`src/design/pbsc_regs.vh`:
```
`ifndef PBSC_REGS_VH
`define PBSC_REGS_VH

// Clock rate and hold threshold
`define PBSC_CLK_HZ 10000000
`define PBSC_HOLD_MS 4000
`define PBSC_HOLD_CYC ((`PBSC_CLK_HZ / 1000) * `PBSC_HOLD_MS)
// Debounce time in microseconds
`define PBSC_DEB_US 10000
`define PBSC_DEB_CYC ((`PBSC_CLK_HZ / 1000000) * `PBSC_DEB_US)

// Power state encodings on o_pwr_state
`define PBSC_ST_OFF 4'h1
`define PBSC_ST_ON 4'h2
`define PBSC_ST_SLEEP 4'h4

// Sleep depth encodings on i_sleep_type
`define PBSC_SLP_S1 2'h1
`define PBSC_SLP_S3 2'h3
`define PBSC_SLP_S4 2'h0

`endif

```
`src/design/pbsc_ctrl.v`:
```
// Overview of operation
// Soft-off plus switch press under four seconds powers system to working.
// Working plus switch press under four seconds moves to soft-off.
// Working plus switch held over four seconds forces fail-safe soft-off.
// Sleep: short press wakes to working; long hold goes to soft-off.
// Operating system soft-off command powers system off, no press needed.
// Network wake signal powers the system up.
// Bus activity wakes system only from sleep depths S1 or S3.
// Switch debounced, hold time counted on standby clock, then compared; the code counts it on i_core_clk.
`timescale 1ns/1ps
`include "pbsc_regs.vh"

module pbsc_ctrl #(
  parameter HOLD_CYC = `PBSC_HOLD_CYC,
  parameter DEB_CYC = `PBSC_DEB_CYC
)(
  input wire i_core_clk,
  input wire i_sys_rst,
  input wire i_pwr_btn_n,
  input wire i_os_soft_off,
  input wire i_os_sleep,
  input wire [1:0] i_sleep_type,
  input wire i_lan_wake,
  input wire i_usb_wake,
  output reg [3:0] o_pwr_state,
  output reg o_pwr_on,
  output reg o_forced_off
);

  localparam [3:0] ST_OFF = `PBSC_ST_OFF;
  localparam [3:0] ST_ON = `PBSC_ST_ON;
  localparam [3:0] ST_SLEEP = `PBSC_ST_SLEEP;
  localparam [31:0] HOLD_LIM = HOLD_CYC;
  localparam [31:0] DEB_LIM = DEB_CYC;

  // Three-stage synchronisers for pins
  reg [2:0] btn_sync;
  reg [2:0] lan_sync;
  reg [2:0] usb_sync;
  reg btn_raw;
  reg lan_lvl;
  reg usb_lvl;
  reg lan_prev;
  reg usb_prev;

  // Takes the third stage only once the second agrees with it
  function settle;
    input [2:0] sync;
    input lvl;
    begin
      if (sync[1] == sync[2])
        settle = sync[2];
      else
        settle = lvl;
    end
  endfunction

  always @(posedge i_core_clk)
  begin
    if (i_sys_rst)
    begin
      // Released level, so reset shows no false press
      btn_sync <= 3'h7;
      lan_sync <= 3'h0;
      usb_sync <= 3'h0;
      btn_raw <= 1'b0;
      lan_lvl <= 1'b0;
      usb_lvl <= 1'b0;
      lan_prev <= 1'b0;
      usb_prev <= 1'b0;
    end
    else
    begin
      btn_sync <= {btn_sync[1:0], i_pwr_btn_n};
      lan_sync <= {lan_sync[1:0], i_lan_wake};
      usb_sync <= {usb_sync[1:0], i_usb_wake};
      btn_raw <= ~settle(btn_sync, ~btn_raw);
      lan_lvl <= settle(lan_sync, lan_lvl);
      usb_lvl <= settle(usb_sync, usb_lvl);
      lan_prev <= lan_lvl;
      usb_prev <= usb_lvl;
    end
  end

  // Debounce: level must hold DEB_CYC cycles to be accepted
  reg [31:0] deb_cnt;
  reg btn_pressed;
  reg [31:0] hold_cnt;
  reg long_done;

  always @(posedge i_core_clk)
  begin
    if (i_sys_rst)
    begin
      deb_cnt <= 32'h0;
      btn_pressed <= 1'b0;
    end
    // Any bounce restarts the count
    else if (btn_raw == btn_pressed)
      deb_cnt <= 32'h0;
    else if (deb_cnt >= DEB_LIM - 32'h1)
    begin
      deb_cnt <= 32'h0;
      btn_pressed <= btn_raw;
    end
    else
      deb_cnt <= deb_cnt + 32'h1;
  end

  // Exactly the limit already counts as a long hold
  function hold_reached;
    input [31:0] cnt;
    begin
      hold_reached = (cnt >= HOLD_LIM);
    end
  endfunction

  // Long-hold latch keeps the later release from acting again
  wire press_release = ~btn_pressed & (hold_cnt != 32'h0) & ~long_done;
  wire press_long = btn_pressed & ~long_done & hold_reached(hold_cnt);
  // Wake pins act on rising edges; a stuck level wakes once
  wire lan_rise = lan_lvl & ~lan_prev;
  wire usb_rise = usb_lvl & ~usb_prev;

  // Hold timer; a long hold acts at the threshold, not at release
  always @(posedge i_core_clk)
  begin
    if (i_sys_rst)
    begin
      hold_cnt <= 32'h0;
      long_done <= 1'b0;
    end
    else if (btn_pressed)
    begin
      if (!hold_reached(hold_cnt))
        hold_cnt <= hold_cnt + 32'h1;
      if (press_long)
        long_done <= 1'b1;
    end
    else
    begin
      hold_cnt <= 32'h0;
      long_done <= 1'b0;
    end
  end

  // Sleep depth latched on entry, decides bus wake eligibility
  reg [1:0] slp_depth;
  reg [3:0] next_state;
  reg next_forced;

  // Bus wake only from the shallow sleep depths
  function bus_wake_ok;
    input [1:0] depth;
    begin
      bus_wake_ok = (depth == `PBSC_SLP_S1) ||
        (depth == `PBSC_SLP_S3);
    end
  endfunction

  always @*
  begin
    next_state = o_pwr_state;
    next_forced = 1'b0;
    case (o_pwr_state)
      ST_OFF:
      begin
        if (press_release)
          next_state = ST_ON;
        else if (lan_rise)
          next_state = ST_ON;
      end
      ST_ON:
      begin
        if (press_long)
        begin
          next_state = ST_OFF;
          next_forced = 1'b1;
        end
        else if (press_release)
          next_state = ST_OFF;
        else if (i_os_soft_off)
          next_state = ST_OFF;
        else if (i_os_sleep)
          next_state = ST_SLEEP;
      end
      ST_SLEEP:
      begin
        if (press_long)
          next_state = ST_OFF;
        else if (press_release)
          next_state = ST_ON;
        else if (lan_rise)
          next_state = ST_ON;
        else if (usb_rise && bus_wake_ok(slp_depth))
          next_state = ST_ON;
      end
      default:
        // Stray codes fall back to soft-off
        next_state = ST_OFF;
    endcase
  end

  always @(posedge i_core_clk)
  begin
    if (i_sys_rst)
    begin
      o_pwr_state <= ST_OFF;
      o_pwr_on <= 1'b0;
      o_forced_off <= 1'b0;
      slp_depth <= `PBSC_SLP_S1;
    end
    else
    begin
      o_pwr_state <= next_state;
      // Decoded from next state so it moves with the state
      o_pwr_on <= (next_state == ST_ON);
      o_forced_off <= next_forced;
      if (o_pwr_state == ST_ON && next_state == ST_SLEEP)
        slp_depth <= i_sleep_type;
    end
  end

endmodule

```
`config.mk`:
```
export PLATFORM = sky130hd
export DESIGN_NAME = pbsc_ctrl
export DESIGN_NICKNAME = d
export VERILOG_FILES = /design/src/design/pbsc_ctrl.v
export VERILOG_INCLUDE_DIRS = /design/src /design/src/design
export SDC_FILE = /design/constraint.sdc
export NUM_CORES = 1
export LEC_CHECK = 0
export ABC_AREA = 0
export BUFFER_PORTS_ARGS = -buffer_cell sky130_fd_sc_hd__buf_2
export CORE_UTILIZATION = 50
export DETAILED_ROUTE_END_ITERATION = 8
export PLACE_DENSITY = 0.67
export SLEW_MARGIN = 20
export SYNTH_ARGS = -nofsm -noshare
export SYNTH_HDL_FRONTEND = slang
export SYNTH_SLANG_ARGS = --single-unit
```
`constraint.sdc`:
```
create_clock -name i_core_clk -period 2.34 [get_ports i_core_clk]
set_input_delay 0.351 -clock i_core_clk [delete_from_list [all_inputs] [get_ports i_core_clk]]
set_output_delay 0.351 -clock i_core_clk [all_outputs]
set_load 0.02 [all_outputs]
```
==> reports/metrics.json <==
{
  "report.final.slew_viol_count": 0,
  "mean_routed_wirelength_per_cell_um": 12.0,
  "critical_path_class": "reg -> reg",
  "insertion_delay_to_the_later_sink_of_the_worst_skew_pair_ns": 0.35,
  "cpPeakStageDelay_ns": 0.58,
  "worst_setup_path_startpoint": "hold_cnt[19]",
  "rsz0062_at_grt": "no",
  "largest_net_degree_at_the_start_of_global_routing": 24,
  "drt-initial-drc-count": 94,
  "htree_levels": 3,
  "drc": 0,
  "clock_sink_count": 87,
  "async_reset_ff_share_pct": 0,
  "postRouteAntennaNets": 0,
  "firstDrtPassIters": 4,
  "cap_viol_max_count": 0,
  "p_leak_nw": 1.43,
  "ctsRootBufferMaster": "sky130_fd_sc_hd__clkbuf_8",
  "timing.critical_path.slowest_stage_cell": "sky130_fd_sc_hd__or4_4",
  "worstPathArrival_ns": 2.45,
  "cts_repair_resize_count": 0,
  "setup_total_negative_slack_ns": 0,
  "worstPathRequired_ns": 2.56,
  "grt_first_pass_wirelength_um": 10400,
  "critPathCaptureType": "flop",
  "buffer_ports.inserted": 13,
  "clock.fmax_ghz": 0.449,
  "dieHeight_um": 85.2,
  "setup_ws_pre_cts_ns": 0.0398,
  "tritoncts": "done",
  "io-pin-count": 15,
  "ys_seq_area_share_pct": 50.3,
  "numCtsBuffers": 9,
  "holdCritStartpoint": "i_pwr_btn_n",
  "holdBufCountCts": 0,
  "place_congestion": 0.859,
  "ratio_of_total_power_to_cell_area_nw_per_um2": 656,
  "grt_remaining_overflow": 0,
  "ys_warn_count": 0,
  "cts.path.max_buffers": 2,
  "core_area_sq_um": 6530,
  "yosys.cell_types.count": 45,
  "postSynthRegisterBits": 87,
  "worstMarginPinSlew_ns": 0.550,
  "worstPathCellList": "or4_4 > a2111oi_4 > nor4_4 > buf_6 > and3_1 > a31oi_1 > nor2_1",
  "period_minus_slack_ns": 2.23,
  "detailroute.via_count": 2497,
  "hold_violations": 0,
  "max_slew_headroom_at_the_worst_pin_pct": 63.1,
  "synth_edf_count": 0,
  "wl_um": 5800,
  "clock-skew-final_ns": 0.0119,
  "postCtsSetupBuffers": 0,
  "finalCritPeriodShare_pct": 95.3,
  "globalRouteTotalUtil_pct": 18.2,
  "crit_path_max_fanout": 8,
  "timing.final.setup_violations": 0,
  "path_clk_slew_ns": 0.07,
  "post_route_cells_drive_above_1_share_pct": 12.8,
  "grt_pass1_vias": 2355,
  "timing.critical_path.from_type": "flop",
  "final_critical_path_setup_slack_ns": 0.111,
  "number_of_antenna_repair_diodes": 0,
  "rr_startpoint": "hold_cnt[19]",
  "core.rowCount": 29,
  "design.final.nets": 415,
  "areaGrowthSynthToFinish_pct": 12.5,
  "viasPerCell": 5.16,
  "ff2ff_setup_slack_ns": 0.11,
  "die_area_sq_um": 7260,
  "synthFlopType": "sky130_fd_sc_hd__dfxtp_1",
  "initial_utilization_pct": 53.0,
  "irDropWorstVdd_mv": 0.451,
  "timing.hold.worst.class": "in -> reg",
  "hpwl_um": 4040,
  "synthesis.area_sq_um": 3460,
  "total_power_mw": 2.55,
  "synth_area_per_cell_sq_um": 9.48,
  "grt_antenna_before_repair": 0,
  "synthesis.instances": 365,
  "result_of_the_run": "completed",
  "die_width_um": 85.2
}
[synthesized netlist by cell type (4+ instances only)]
cell	instances	share of area, %
sky130_fd_sc_hd__o21ai_0	6	0.87
sky130_fd_sc_hd__nand2_1	24	2.6
sky130_fd_sc_hd__a21oi_1	10	1.4
sky130_fd_sc_hd__or2_2	4	0.72
sky130_fd_sc_hd__nand4_1	12	2.2
sky130_fd_sc_hd__nor4_1	13	2.4
sky130_fd_sc_hd__dfxtp_1	87	50
sky130_fd_sc_hd__nor2b_1	12	2.2
sky130_fd_sc_hd__xnor2_1	8	2.0
sky130_fd_sc_hd__and3_1	7	1.3
sky130_fd_sc_hd__inv_1	6	0.65
sky130_fd_sc_hd__nor3_1	8	1.2
sky130_fd_sc_hd__nor2_1	56	6.1
sky130_fd_sc_hd__clkbuf_1	9	0.98
sky130_fd_sc_hd__nand3_1	19	2.7
sky130_fd_sc_hd__xor2_1	32	8.1
sky130_fd_sc_hd__and2_1	8	1.4
[layout make-up]
| class | count | area [sq um] |
|---|---|---|
| clock buffers | 12 | 145 |
| inverters | 6 | 22.5 |
| fillers | 576 | 2640 |
| well taps | 77 | 96.3 |
| repair buffers | 23 | 144 |
| clock inverters | 3 | 43.8 |
| flip-flops and latches | 87 | 1740 |
| multi-input cells | 276 | 1700 |
[logic make-up (layout without fill, tap and decap cells)]
kind of cell,after synthesis,in the layout,share of synthesized area (%)
buffers and inverters,17,44,2.17
XOR/XNOR,40,40,10.1
adder cells (fa/ha/maj),3,3,1.08
AO/OA/AOI/OAI,30,30,6.76
flip-flops,87,87,50.3
AND/OR/NAND/NOR,187,187,29.4
other,1,16,0.108
[cells in the final DEF (no fill, tap or decap), types with 4 or more instances in the layout]
master                     synthesis  layout
sky130_fd_sc_hd__nor2b_1          12      12
sky130_fd_sc_hd__nand3_1          19      19
sky130_fd_sc_hd__nand2_1          24      24
sky130_fd_sc_hd__nor3_1            8       8
sky130_fd_sc_hd__buf_4             1       9
sky130_fd_sc_hd__a21oi_1          10      10
sky130_fd_sc_hd__buf_2             0      13
sky130_fd_sc_hd__conb_1            1      16
sky130_fd_sc_hd__dfxtp_1          87      87
sky130_fd_sc_hd__nor4_1           13      13
sky130_fd_sc_hd__and3_1            7       7
sky130_fd_sc_hd__clkbuf_8          0      10
sky130_fd_sc_hd__or2_2             4       4
sky130_fd_sc_hd__and2_1            8       8
sky130_fd_sc_hd__nand4_1          12      12
sky130_fd_sc_hd__inv_1             6       6
sky130_fd_sc_hd__nor2_1           56      56
sky130_fd_sc_hd__o21ai_0           6       6
sky130_fd_sc_hd__xnor2_1           8       8
sky130_fd_sc_hd__xor2_1           32      32
[sequential cells by signal, indices dropped and copies added, names as in the netlist, named ones only]
| register | count |
|---|---|
| btn_pressed | 1 |
| btn_sync | 3 |
| deb_cnt | 32 |
| hold_cnt | 32 |
| lan_lvl | 1 |
| lan_prev | 1 |
| lan_sync | 3 |
| long_done | 1 |
| o_forced_off | 1 |
| o_pwr_on | 1 |
| o_pwr_state | 4 |
| slp_depth | 1 |
| usb_lvl | 1 |
| usb_prev | 1 |
| usb_sync | 3 |
[layer usage]
metal,up-vias,part of all wire (%),GRT usage (%)
met1,1148,50,22.9
met3,8,2.8,4.96
met5,-,0,0
met2,26,46,29.0
li1,1315,-,-
met4,0,1.7,9.09
[critical path: cells and delay by family, from the launching register on]
family,cells,cell delay (ns)
buffers and inverters,1,0.16
DFF,1,0.34
and+or+nand+nor,4,0.92
AOI/OAI and AO/OA,2,0.67
[worst paths after layout]
check,endpoint,depth (start not counted)
setup / recovery,hold_cnt[25],7
hold / removal,btn_sync[0],2
setup reg to reg,hold_cnt[25],7
hold reg to reg,btn_sync[1],1
[through the flow]
stage	hold WS [ns]	area [sq um]	instances	util [%]
after global routing	0.173	3890	484	59.6
after floorplan	0.389	3520	380	-
after detailed placement	0.398	3700	469	56.7
after global placement	0.393	3700	469	56.7
final	0.188	3890	484	59.6
after CTS	0.171	3890	484	59.6
[power by group]
group | total, mW | switching [mW] | internal (mW)
sequential | 1.51 | 0.00916 | 1.50
clock | 1.00 | 0.485 | 0.518
combinational | 0.0406 | 0.0224 | 0.0182
Note: power is estimated with default switching activity, not from simulation.
